### src/design/alm_pkg.sv
`default_nettype none
package alm_pkg;

    // ========================================================
    // Sizes and timing
    localparam int ALM_NCH       = 4;
    localparam int ALM_NLIM      = 4;
    localparam int ALM_NDIN      = 4;
    localparam int ALM_CLK_HZ    = 50_000_000;
    localparam int ALM_GAP_MS    = 25;
    // Longest gap between passes, rounded down to whole cycles
    localparam int ALM_GAP_CYC   = (ALM_CLK_HZ / 1000) * ALM_GAP_MS;

    // ========================================================
    // Register map (byte addresses)
    localparam logic [7:0] ALM_CH_BASE    = 8'h00;
    localparam logic [7:0] ALM_CH_STRIDE  = 8'h20;
    localparam logic [2:0] ALM_CH_CFG     = 3'h0;
    localparam logic [2:0] ALM_CH_G1      = 3'h1;
    localparam logic [2:0] ALM_CH_G2      = 3'h2;
    localparam logic [2:0] ALM_CH_DLY     = 3'h3;
    localparam logic [7:0] ALM_LIM_BASE   = 8'h80;
    localparam logic [7:0] ALM_LIM_STRIDE = 8'h10;
    localparam logic [1:0] ALM_LIM_ON     = 2'h0;
    localparam logic [1:0] ALM_LIM_OFF    = 2'h1;
    localparam logic [1:0] ALM_LIM_HOURS  = 2'h2;
    localparam logic [7:0] ALM_STATUS     = 8'hC0;
    localparam logic [7:0] ALM_CMD        = 8'hC4;

    // ========================================================
    // Reset values and write masks
    localparam logic [31:0] ALM_CH_CFG_RST  = 32'h0000_0009;
    localparam logic [31:0] ALM_CH_CFG_MASK = 32'h0007_FFFF;
    localparam logic [31:0] ALM_G1_MASK     = 32'h0003_FFFF;
    localparam logic [31:0] ALM_G2_MASK     = 32'h0007_FFFF;
    localparam logic [31:0] ALM_ZERO        = 32'h0000_0000;

    // ========================================================
    // Source pool indices for gate inputs
    localparam logic [4:0] ALM_SRC_LIM = 5'h00;
    localparam logic [4:0] ALM_SRC_Y   = 5'h04;
    localparam logic [4:0] ALM_SRC_Z   = 5'h08;
    localparam logic [4:0] ALM_SRC_D   = 5'h0C;
    localparam logic [4:0] ALM_SRC_A   = 5'h10;
    localparam logic [4:0] ALM_SRC_DIN = 5'h14;

    // Reset source enable bits
    localparam int ALM_RS_DISP  = 0;
    localparam int ALM_RS_DIN   = 1;
    localparam int ALM_RS_LOGIC = 2;
    localparam int ALM_RS_BUS   = 3;

    // ========================================================
    // Types
    typedef enum logic [2:0] {
        ALM_AND  = 3'b000,
        ALM_OR   = 3'b001,
        ALM_XOR  = 3'b010,
        ALM_NAND = 3'b011,
        ALM_NOR  = 3'b100,
        ALM_XNOR = 3'b101
    } alm_gate_e;

    typedef enum logic [2:0] {
        ALM_ST_IDLE = 3'b000,
        ALM_ST_LIM  = 3'b001,
        ALM_ST_Y    = 3'b010,
        ALM_ST_Z    = 3'b011,
        ALM_ST_D    = 3'b100,
        ALM_ST_A    = 3'b101
    } alm_state_e;

    typedef struct packed {
        logic [12:0] rsvd;
        logic [4:0]  rst_logic_sel;
        logic [1:0]  rst_din_sel;
        logic [3:0]  rst_src_en;
        logic        invert;
        logic        latch;
        alm_gate_e   g2;
        alm_gate_e   g1;
    } alm_chcfg_s;

    typedef struct packed {
        logic [13:0]     rsvd;
        logic [2:0]      used;
        logic [2:0][4:0] sel;
    } alm_g1_s;

    typedef struct packed {
        logic [12:0]     rsvd;
        logic [3:0]      used;
        logic [2:0][4:0] sel;
    } alm_g2_s;

    typedef struct packed {
        logic [15:0] dropout;
        logic [15:0] switch_in;
    } alm_dly_s;

endpackage
`default_nettype wire

### src/design/alm_logic.sv
// Chosen here: the address map and the AHB-Lite interface to the registers.
`timescale 1ns/10ps
`default_nettype none

module alm_logic
    import alm_pkg::*;
#(
    parameter int GAP_CYC = ALM_GAP_CYC
) (
    // Clock and reset
    input  wire logic                         hclk,
    input  wire logic                         hresetn,
    // AHB-Lite slave
    input  wire logic                         hsel,
    input  wire logic [31:0]                  haddr,
    input  wire logic [1:0]                   htrans,
    input  wire logic                         hwrite,
    input  wire logic [2:0]                   hsize,
    input  wire logic [31:0]                  hwdata,
    input  wire logic                         hready,
    output logic      [31:0]                  hrdata,
    output logic                              hreadyout,
    output logic                              hresp,
    // Measured values, same clock
    input  wire logic [ALM_NLIM-1:0][31:0]    meas_value,
    // Pins
    input  wire logic                         line_cycle,
    input  wire logic [ALM_NDIN-1:0]          digital_in,
    input  wire logic                         display_reset,
    // Logic states
    output logic      [ALM_NLIM-1:0]          limit_state,
    output logic      [ALM_NCH-1:0]           first_level_result,
    output logic      [ALM_NCH-1:0]           combined_logic_output,
    output logic      [ALM_NCH-1:0]           delayed_logic_state,
    output logic      [ALM_NCH-1:0]           function_output,
    output logic      [ALM_NCH-1:0]           follow_up
);

    // ========================================================
    // Gate evaluation with neutral unused inputs
    function automatic logic gate_eval(input alm_gate_e g, input logic [3:0] v,
                                       input logic [3:0] used);
        logic [3:0] a;
        logic       all1;
        logic       any1;
        a    = v & used;
        all1 = (a == used);
        any1 = |a;
        case (g)
            ALM_AND:  gate_eval = all1;
            ALM_NAND: gate_eval = ~all1;
            ALM_OR:   gate_eval = any1;
            ALM_NOR:  gate_eval = ~any1;
            ALM_XOR:  gate_eval = $onehot(a);
            ALM_XNOR: gate_eval = all1 | ~any1;
            default:  gate_eval = 1'b0;
        endcase
    endfunction

    // ========================================================
    // Register storage
    alm_chcfg_s          cfg_q   [ALM_NCH];
    alm_g1_s             g1_q    [ALM_NCH];
    alm_g2_s             g2_q    [ALM_NCH];
    alm_dly_s            dly_q   [ALM_NCH];
    logic signed [31:0]  on_q    [ALM_NLIM];
    logic signed [31:0]  off_q   [ALM_NLIM];
    logic [31:0]         hours_q [ALM_NLIM];

    // Logic state
    alm_state_e          st_q;
    alm_state_e          st_d;
    logic [1:0]          idx_q;
    logic [ALM_NLIM-1:0] lim_q;
    logic [ALM_NCH-1:0]  y_q;
    logic [ALM_NCH-1:0]  y_prev_q;
    logic [ALM_NCH-1:0]  z_q;
    logic [ALM_NCH-1:0]  d_q;
    logic [ALM_NCH-1:0]  a_q;
    logic [ALM_NCH-1:0]  s_q;
    logic [15:0]         dcnt_q  [ALM_NCH];
    logic [ALM_NCH-1:0]  rst_pend_q;

    // ========================================================
    // Pin synchronisers and edge detection
    logic [ALM_NDIN+1:0] pin_s1_q;
    logic [ALM_NDIN+1:0] pin_s2_q;
    logic [ALM_NDIN+1:0] pin_s3_q;
    wire  [ALM_NDIN+1:0] pin_rise = pin_s2_q & ~pin_s3_q;
    wire  [ALM_NDIN-1:0] din_s    = pin_s2_q[ALM_NDIN-1:0];
    wire                 cyc_rise = pin_rise[ALM_NDIN];
    wire                 disp_rise = pin_rise[ALM_NDIN+1];

    always_ff @(posedge hclk or negedge hresetn) begin
        if (!hresetn) begin
            pin_s1_q <= '0;
            pin_s2_q <= '0;
            pin_s3_q <= '0;
        end else begin
            pin_s1_q <= {display_reset, line_cycle, digital_in};
            pin_s2_q <= pin_s1_q;
            pin_s3_q <= pin_s2_q;
        end
    end

    // ========================================================
    // AHB-Lite slave, zero wait states, always OKAY
    logic        wr_q;
    logic [7:0]  addr_q;
    logic [31:0] rdata_q;
    wire         take     = hsel & hready & htrans[1];
    wire  [7:0]  ra       = haddr[7:0];
    wire  [1:0]  r_ch     = ra[6:5];
    wire  [1:0]  r_lim    = ra[5:4];
    wire         r_is_ch  = ~ra[7] & ~ra[4];
    wire         r_is_lim = (ra[7:6] == ALM_LIM_BASE[7:6]);
    wire  [1:0]  w_ch     = addr_q[6:5];
    wire  [1:0]  w_lim    = addr_q[5:4];
    wire         w_is_ch  = wr_q & ~addr_q[7] & ~addr_q[4];
    wire         w_is_lim = wr_q & (addr_q[7:6] == ALM_LIM_BASE[7:6]);
    wire         w_cmd    = wr_q & (addr_q == ALM_CMD);
    wire  [31:0] status_w = {8'h00, s_q, a_q, d_q, z_q, y_q, lim_q};

    function automatic logic [31:0] ch_read(input logic [1:0] c, input logic [2:0] r);
        case (r)
            ALM_CH_CFG: ch_read = 32'(cfg_q[c]);
            ALM_CH_G1:  ch_read = 32'(g1_q[c]);
            ALM_CH_G2:  ch_read = 32'(g2_q[c]);
            ALM_CH_DLY: ch_read = 32'(dly_q[c]);
            default:    ch_read = ALM_ZERO;
        endcase
    endfunction

    function automatic logic [31:0] lim_read(input logic [1:0] l, input logic [1:0] r);
        case (r)
            ALM_LIM_ON:    lim_read = on_q[l];
            ALM_LIM_OFF:   lim_read = off_q[l];
            ALM_LIM_HOURS: lim_read = hours_q[l];
            default:       lim_read = ALM_ZERO;
        endcase
    endfunction

    wire [31:0] rd_word = r_is_ch  ? ch_read(r_ch, ra[4:2]) :
                          r_is_lim ? lim_read(r_lim, ra[3:2]) :
                          (ra == ALM_STATUS) ? status_w : ALM_ZERO;

    always_ff @(posedge hclk or negedge hresetn) begin
        if (!hresetn) begin
            wr_q    <= 1'b0;
            addr_q  <= '0;
            rdata_q <= '0;
        end else begin
            wr_q    <= take & hwrite;
            addr_q  <= ra;
            rdata_q <= (take & ~hwrite) ? rd_word : ALM_ZERO;
        end
    end

    assign hrdata    = rdata_q;
    assign hreadyout = 1'b1;
    assign hresp     = 1'b0;

    // ========================================================
    // Pass sequencer
    logic [31:0] gap_q;
    logic        start_pend_q;
    wire         gap_hit = (gap_q >= 32'(GAP_CYC - 1));
    wire         start   = start_pend_q | cyc_rise | gap_hit;

    always_comb begin
        st_d = st_q;
        case (st_q)
            ALM_ST_IDLE: st_d = start ? ALM_ST_LIM : ALM_ST_IDLE;
            ALM_ST_LIM:  st_d = ALM_ST_Y;
            ALM_ST_Y:    st_d = (idx_q == 2'(ALM_NCH - 1)) ? ALM_ST_Z : ALM_ST_Y;
            ALM_ST_Z:    st_d = ALM_ST_D;
            ALM_ST_D:    st_d = ALM_ST_A;
            ALM_ST_A:    st_d = ALM_ST_IDLE;
            default:     st_d = ALM_ST_IDLE;
        endcase
    end

    // Gap counter restarts at every pass start, so passes stay within the limit
    always_ff @(posedge hclk or negedge hresetn) begin
        if (!hresetn) begin
            st_q         <= ALM_ST_IDLE;
            idx_q        <= '0;
            gap_q        <= '0;
            start_pend_q <= 1'b0;
        end else begin
            st_q         <= st_d;
            idx_q        <= (st_q == ALM_ST_Y) ? idx_q + 2'd1 : 2'd0;
            gap_q        <= (st_q == ALM_ST_LIM) ? 32'd1 : gap_q + 32'd1;
            start_pend_q <= (st_q != ALM_ST_IDLE) & (start_pend_q | cyc_rise);
        end
    end

    // ========================================================
    // Source pools: first level sees live results, the rest see last pass
    wire [31:0] pool1 = {8'h00, din_s, a_q, d_q, z_q, y_q, lim_q};
    wire [31:0] pool2 = {8'h00, din_s, a_q, d_q, z_q, y_prev_q, lim_q};

    // First-level result of the channel being evaluated
    alm_g1_s    g1_cur;
    assign g1_cur = g1_q[idx_q];
    wire        y_new = gate_eval(cfg_q[idx_q].g1,
                                  {1'b0, pool1[g1_cur.sel[2]], pool1[g1_cur.sel[1]],
                                   pool1[g1_cur.sel[0]]}, {1'b0, g1_cur.used});

    // ========================================================
    // Limit comparators and operating-hour counters
    genvar l;
    generate
        for (l = 0; l < ALM_NLIM; l++) begin : g_lim
            wire signed [31:0] v     = meas_value[l];
            wire               upper = (on_q[l] >= off_q[l]);
            wire               lim_d = upper ?
                (v > on_q[l] ? 1'b1 : (v < off_q[l] ? 1'b0 : lim_q[l])) :
                (v < on_q[l] ? 1'b1 : (v > off_q[l] ? 1'b0 : lim_q[l]));
            wire               wsel  = w_is_lim & (w_lim == 2'(l));
            always_ff @(posedge hclk or negedge hresetn) begin
                if (!hresetn) begin
                    lim_q[l]   <= 1'b0;
                    on_q[l]    <= '0;
                    off_q[l]   <= '0;
                    hours_q[l] <= '0;
                end else begin
                    if (st_q == ALM_ST_LIM) begin
                        lim_q[l]   <= lim_d;
                        hours_q[l] <= hours_q[l] + 32'(lim_q[l]);
                    end
                    if (wsel && addr_q[3:2] == ALM_LIM_ON) begin
                        on_q[l] <= hwdata;
                    end
                    if (wsel && addr_q[3:2] == ALM_LIM_OFF) begin
                        off_q[l] <= hwdata;
                    end
                end
            end
        end
    endgenerate

    // ========================================================
    // Channels
    genvar c;
    generate
        for (c = 0; c < ALM_NCH; c++) begin : g_ch
            alm_chcfg_s cfg;
            alm_g2_s    g2;
            assign cfg = cfg_q[c];
            assign g2  = g2_q[c];
            wire        wsel  = w_is_ch & (w_ch == 2'(c));
            wire        z_new = gate_eval(cfg.g2,
                                          {pool2[g2.sel[2]], pool2[g2.sel[1]],
                                           pool2[g2.sel[0]], y_q[c]}, g2.used);
            wire [15:0] dly   = z_q[c] ? dly_q[c].switch_in : dly_q[c].dropout;
            wire        d_dn  = (z_q[c] != d_q[c]) & (dcnt_q[c] >= dly);
            // Reset events caught between passes, consumed at function stage
            wire        ev    = (cfg.rst_src_en[ALM_RS_DISP] & disp_rise) |
                                (cfg.rst_src_en[ALM_RS_DIN] & pin_rise[cfg.rst_din_sel]) |
                                (cfg.rst_src_en[ALM_RS_BUS] & w_cmd & hwdata[c]);
            wire        lrst  = cfg.rst_src_en[ALM_RS_LOGIC] & pool2[cfg.rst_logic_sel];
            wire        rst_n = rst_pend_q[c] | lrst;
            // Latched action is released only by a reset while the delayed state is low
            wire        a_new = cfg.latch ? (d_q[c] | (a_q[c] & ~rst_n)) :
                                            d_q[c];
            wire        stA   = (st_q == ALM_ST_A);

            always_ff @(posedge hclk or negedge hresetn) begin
                if (!hresetn) begin
                    y_q[c]        <= 1'b0;
                    y_prev_q[c]   <= 1'b0;
                    z_q[c]        <= 1'b0;
                    d_q[c]        <= 1'b0;
                    a_q[c]        <= 1'b0;
                    s_q[c]        <= 1'b0;
                    dcnt_q[c]     <= '0;
                    rst_pend_q[c] <= 1'b0;
                end else begin
                    if (st_q == ALM_ST_LIM) begin
                        y_prev_q[c] <= y_q[c];
                    end
                    if (st_q == ALM_ST_Y && idx_q == 2'(c)) begin
                        y_q[c] <= y_new;
                    end
                    if (st_q == ALM_ST_Z) begin
                        z_q[c] <= z_new;
                    end
                    if (st_q == ALM_ST_D) begin
                        d_q[c]    <= d_dn ? z_q[c] : d_q[c];
                        dcnt_q[c] <= (z_q[c] == d_q[c] || d_dn) ? 16'd0 : dcnt_q[c] + 16'd1;
                    end
                    if (stA) begin
                        a_q[c] <= a_new;
                        s_q[c] <= a_new ^ cfg.invert;
                    end
                    // A fresh event wins over the consume in the same cycle
                    rst_pend_q[c] <= (rst_pend_q[c] & ~stA) | ev;
                end
            end

            always_ff @(posedge hclk or negedge hresetn) begin
                if (!hresetn) begin
                    cfg_q[c] <= alm_chcfg_s'(ALM_CH_CFG_RST);
                    g1_q[c]  <= '0;
                    g2_q[c]  <= '0;
                    dly_q[c] <= '0;
                end else if (wsel) begin
                    case (addr_q[4:2])
                        ALM_CH_CFG: cfg_q[c] <= alm_chcfg_s'(hwdata & ALM_CH_CFG_MASK);
                        ALM_CH_G1:  g1_q[c]  <= alm_g1_s'(hwdata & ALM_G1_MASK);
                        ALM_CH_G2:  g2_q[c]  <= alm_g2_s'(hwdata & ALM_G2_MASK);
                        ALM_CH_DLY: dly_q[c] <= alm_dly_s'(hwdata);
                        default:    dly_q[c] <= dly_q[c];
                    endcase
                end
            end
        end
    endgenerate

    // ========================================================
    // Outputs
    assign limit_state           = lim_q;
    assign first_level_result    = y_q;
    assign combined_logic_output = z_q;
    assign delayed_logic_state   = d_q;
    assign function_output       = a_q;
    assign follow_up             = s_q;

endmodule

`default_nettype wire

### config.mk
export PLATFORM = sky130hd
export DESIGN_NAME = alm_logic
export DESIGN_NICKNAME = d
export VERILOG_FILES = /design/src/design/alm_pkg.sv /design/src/design/alm_logic.sv
export SDC_FILE = /design/constraint.sdc
export NUM_CORES = 2
export LEC_CHECK = 0
export BUFFER_PORTS_ARGS = -buffer_cell sky130_fd_sc_hd__buf_2
export CORE_MARGIN = 1
export CORE_UTILIZATION = 57
export DETAILED_ROUTE_END_ITERATION = 8
export GPL_TIMING_DRIVEN = 1
export MAX_ROUTING_LAYER = met4
export PLACE_DENSITY = 0.83
export SYNTH_ARGS = -nofsm -noshare
export SYNTH_HDL_FRONTEND = slang
export SYNTH_SLANG_ARGS = --single-unit
### constraint.sdc
create_clock -name hclk -period 3.88 [get_ports hclk]
set_input_delay 0.194 -clock hclk [delete_from_list [all_inputs] [get_ports hclk]]
set_output_delay 0.194 -clock hclk [all_outputs]
set_load 0.01 [all_outputs]
* Word-level counts from Yosys, hierarchy flattened
Cells that the tools add are included.
** Storage, ports and cells
- Latch bits :: 0
- Memory bits (read-only) :: 0
- Memory bits (writable) :: 0
- Register bits :: 929
- Memories :: 0
- Input bits :: 208
- Output and inout bits :: 58
- Logic and storage cells :: 571
** Cells by class
- Magnitude comparators :: 51
- Reductions and logical operators :: 63
- Equality and inequality tests :: 74
- Add/subtract/negate cells :: 25
- Shifts and indexed selects :: 0
- Divide/modulo/power cells :: 0
- $mul :: 0
- Bitwise operators :: 111
- Muxes and demuxes :: 121
** Operator list (count)
- binary-select mux 32 bit (select 2 bit) :: 9
- two-way mux 32 bit :: 18
- > comparator 32 bit :: 8
- less-than comparator 32 bit :: 8
- adder 32 x 1 -> 32 bit :: 4
- >= comparator 32 bit :: 4
- two-way mux 16 bit :: 8
- case mux 32 bit (4 select lines) :: 1
- less-than comparator 5 x 6 -> 1 bit, second input constant :: 19
- case mux 32 bit (3 select lines) :: 1
- binary-select mux 1 bit (select 5 bit) :: 19
- adder 16 x 1 -> 16 bit, second input constant :: 4
- >= comparator 16 bit :: 4
- bitwise AND 1 bit :: 50
- two-way mux 1 bit :: 49
- == test 3 x 2 -> 1 bit, second input constant :: 16
- AND reduction 2 bit :: 20
- == test 3 x 1 -> 1 bit, second input constant :: 13
- == test 3 bit, second input constant :: 12
- two-way mux 18 bit :: 2
- adder 32 x 1 -> 32 bit, second input constant :: 1
- >= comparator 32 x 21 -> 1 bit, second input constant :: 1
- case mux 1 bit (6 select lines) :: 5
- OR 1 bit :: 27
- 33 further kinds :: 142

* Longest topological paths before layout
- Depth after elaboration :: 11
- Mapped depth :: 16
- Depth with buffers taken out :: 15

* Least setup slack after synthesis
Ideal clock, no wire load.
- Path type :: register to register
- Start :: register g2_q[64] (netlist name)
- End :: register z_q[1], in the netlist combined_logic_output[1]
- Path buffers :: 1
- Data arrival time :: 3.828 ns
- Setup time :: 0.082 ns
- Clock period less this slack :: 3.910 ns
- Stages on the path, launching flop included :: 14
- Path slack :: -0.030 ns
- Data required time :: 3.798 ns
- Path through :: dfrtp_1 -> clkbuf_1 -> mux4_2 -> mux4_2 -> mux2i_1 -> nand2b_1 -> inv_1 -> fa_1 -> ha_1 -> ha_1 -> or4b_2 -> nor3_1 -> nor4_1 -> a31oi_1
** On the way
- Cells in the longest elaborated chain, start to end :: 7
- Elaborated cells on any way between the ends :: 12
- Classes of those cells :: add/sub: 2; eq/ne: 2; mux: 3; bitwise: 4; reduce/logical: 1
** Ends and longest elaborated chain
- start: declaration :: line alm_logic.sv:64 : alm_g2_s g2_q [ALM_NCH];
- start signal: indexed assignment :: line alm_logic.sv:312 : ALM_CH_G2: g2_q[c] <= alm_g2_s'(hwdata & ALM_G2_MASK);
- binary-select mux 1 bit (select 5 bit) * :: line alm_logic.sv:255 : pool2[g2.sel[0]], y_q[c]}, g2.used);
- two-way mux 1 bit (not written as such) * :: line alm_logic.sv:255
- bitwise AND 4 bit * :: line alm_logic.sv:46 : a = v & used;
- adder 1 x 1 -> 2 bit (not written as such) / OR reduction 4 bit (equally long branches) :: line alm_logic.sv:54, alm_logic.sv:48
- adder 2 x 2 -> 3 bit (not written as such) / inverter 1 bit (equally long branches) :: line alm_logic.sv:54, alm_logic.sv:53, alm_logic.sv:55
- == test 3 x 1 -> 1 bit / OR 1 bit (equally long branches) :: line alm_logic.sv:54, alm_logic.sv:55
- case mux 1 bit (6 select lines) * :: line alm_logic.sv:49 : case (g)
- end signal: indexed assignment :: line alm_logic.sv:287 : z_q[c] <= z_new;
- end: declaration :: line alm_logic.sv:77 : logic [ALM_NCH-1:0] z_q;
Mark *: on every way between the ends. The rest lies on a longest branch, timed or not. The select of a mux whose other input is x is not followed.
A chain may end at the register's enable or synchronous reset.

* Worst setup path after layout
- Start :: register g2_q[96] (netlist name)
- End :: register z_q[0], in the netlist combined_logic_output[0]
The elaborated chain is that of the path after synthesis.

==> out/results.ini <==
[clock_network]
cts_sinks=929
clock_latency_ps=710
root_buffer=clkbuf_16
h-tree-depth=3
clkTransAtPathRegs_ps=60
numCtsBuffers=99
clk_path_buf_depth=3
cts_tree=built
cts_setup_buffers=0

[detailed_routing]
route.top_layer_used=met4
drt-total-wl_mm=199
drc=0
drtIter0Drc=5962
wl_met2_mm=88.2
ant_nets=0
avgViaCountPerCell=6.77
wl_per_cell_um=28.7
vias=47040
wl_met3_mm=24.9
first_pass_iters=7
wl_met1_mm=75.4

[synthesis]
synth.cell_area_um2=59000
synth_fp_nets=5960
ys_seq_area_share_pct=39.4
dominantRegCellSynth=dfrtp_1
synthArstFlopShare_pct=100
synth_cell_types=81
synth_edf_count=0
syn_area_per_cell_um2=11.2
synthCells=5269
yosys_register_bits=929
ys_warn_count=0

[floorplanning]
core_area_um2=102000
fp.dieArea_um2=105000
die_h_um=324
num_io_pins=266
num_rows=117
start_util_pct=57.8
die_w_um=324

[critical_path]
cpLargestDelayFamily=multiplexers
crit_path_top_delay_cell=or4b_2
crit_chain=mux4_2 > mux4_2 > mux2i_2 > nand2b_1 > inv_1 > fa_1 > ha_1 > ha_1 > or4b_2 > nor3_1 > nor4_1 > a31oi_1
worstPathMaxFanout=5
cp.arrival_ps=4510
r2r-start=g2_q[96]
cp-end-kind=flop
path_buf_inv=1
critPathLaunch=g2_q[96]
start_kind=flop
crit_type=flop to flop
cp_slowest_stage_delay_ps=620
required_ps=4500

[final_layout]
final_common_cell=dfrtp_1
drive_gt1_share_pct=25.9
final_cell_mix=dfrtp_1 (914), mux2_2 (505), ha_1 (476), nand2_1 (443), inv_1 (312)
nNetsFinal=6172
area_growth_pct=12.2
final_util_pct=64.8
postLayoutCellArea_um2=66200

[grt]
grt_max_degree=106
grt.total_usage_pct=39.5
antenna_found_initial=22
globalRouteOverflowTotal=0
grt_pass1_vias=46663
grt_pass1_wl_mm=297

[min_path]
hold_start=hwdata[18]
hold_path_class=primary input to flop

[sta]
setup_tns_ps=-10.6
relSlewSlack_pct=29.8
fin_ws_ps=-10.6
fin_crit_sh_pct=100
finalCriticalPeriod_ps=3890
hold_viol=0
tightest_slew_ps=1050
finalMaxSlewViolations=0
clock.fmax_mhz=257
skew_ps=33.0
setup_viol=1
rsz0062_at_grt=true

[pwr]
p_total_w=0.0293
ir_drop_uv=368
power_density_nw_per_um2=443
p_leak_nw=30.9

[place]
dp_hpwl_mm=148
gp_congestion=1.04
dpl_cell_area_um2=62300
portBuffers=235

[run_status]
violations=negative setup slack
outcome=complete, but fails checks

[flow_run]
cap_violations=0

routing by layer:
| metal | vias to the layer above | GRT usage [%] |
|---|---|---|
| met3 | 572 | 10.7 |
| li1 | 19816 | - |
| met4 | 0 | 20.3 |
| met2 | 2971 | 57.3 |
| met5 | - | - |
| met1 | 23681 | 50.9 |
worst register-to-register path: stages (launching register included):
cell	delay, ps
dfrtp_2	430
mux4_2	540
mux4_2	530
mux2i_2	180
nand2b_1	150
inv_1	60
fa_1	450
ha_1	190
ha_1	260
or4b_2	620
nor3_1	150
nor4_1	80
a31oi_1	160
report_power, final:
part	switching, W	internal [W]	total [W]
clock	0.00419	0.00619	0.0104
sequential	0.000844	0.0103	0.0111
combinational	0.00450	0.00332	0.00782
total	0.00953	0.0198	0.0293
registers in the layout, indices dropped and copies added (netlist names), 6 cells and up:
signal and cells:
addr_q 8, cfg_q 76, dcnt_q 64, dly_q 128, g1_q 72, g2_q 76
gap_q 32, hours_q 128, hrdata 32, off_q 128, on_q 128, pin_s1_q 6
pin_s2_q 6, pin_s3_q 6
repair_timing:
| item | 4_1_cts | 5_1_grt |
|---|---|---|
| hold buffers | 28 | 0 |
| endpoints found under the hold margin | 135 | 0 |
| gates resized for setup | 4 | 16 |
| endpoints found under the setup margin | 2 | 23 |
| pin swaps | 1 | 3 |
stage by stage:
stage,worst slack [ps],hold slack [ps],cells
3_5_place_dp,-116,303,6720
4_1_cts,0.401,44.3,6930
6_report,-10.6,90.2,6952
5_1_grt,-144,109,6943
3_3_place_gp,-68.3,304,6720
2_1_floorplan,74.4,-102,5269
path summary, 6_finish.rpt:
path	endpoint	slack, ps	cells past startpoint
hold / removal	off_q[82]	90	3
setup reg to reg	combined_logic_output[0]	-10	12
min in group asynchronous	g2_q[17]	170	2
hold reg to reg	pin_s2_q[4]	360	0
max in group asynchronous	dly_q[41]	2530	3
setup / recovery	combined_logic_output[0]	-10	12
layout make-up:
| type | instances | area (um^2) |
|---|---|---|
| Inverter | 312 | 1170 |
| Sequential cell | 929 | 23300 |
| Clock inverter | 43 | 636 |
| Multi-Input combinational cell | 3692 | 33400 |
| Timing Repair Buffer | 447 | 3080 |
| Antenna cell | 22 | 55.1 |
| Clock buffer | 139 | 2920 |
| Tap cell | 1368 | 1710 |
| Fill cell | 7671 | 36000 |
cells by family after synthesis:
| kind of cell | synth area share [%] |
|---|---|
| XOR/XNOR | 2.89 |
| AO/OA/AOI/OAI | 8.77 |
| adder cells (fa/ha/maj) | 10.3 |
| buffers and inverters | 4.29 |
| AND/OR/NAND/NOR | 9.97 |
| flip-flops | 39.4 |
| multiplexers | 24.4 |
| other | 0.0127 |
synth_stat cells (29+ instances only):
cell type  count  area (um^2)
dfrtp_1      921        23000
mux2_2       505         5690
ha_1         478         5980
nand2_1      443         1660
inv_1        312         1170
mux4_2       292         6580
o21ai_0      254         1270
clkbuf_1     238          893
mux2i_1      208         2080
nor2_1       182          683
a21oi_1      155          776
nand4_1      118          738
xnor2_1      116         1020
nand3_1      115          576
a21o_1        98          736
xor2_1        79          692
buf_1         71          267
nor2b_1       55          344
and3_1        52          325
nor3_1        45          225
o211ai_1      40          300
nand2b_1      33          206
and4_1        29          254
(Power assumes the default switching activity.)
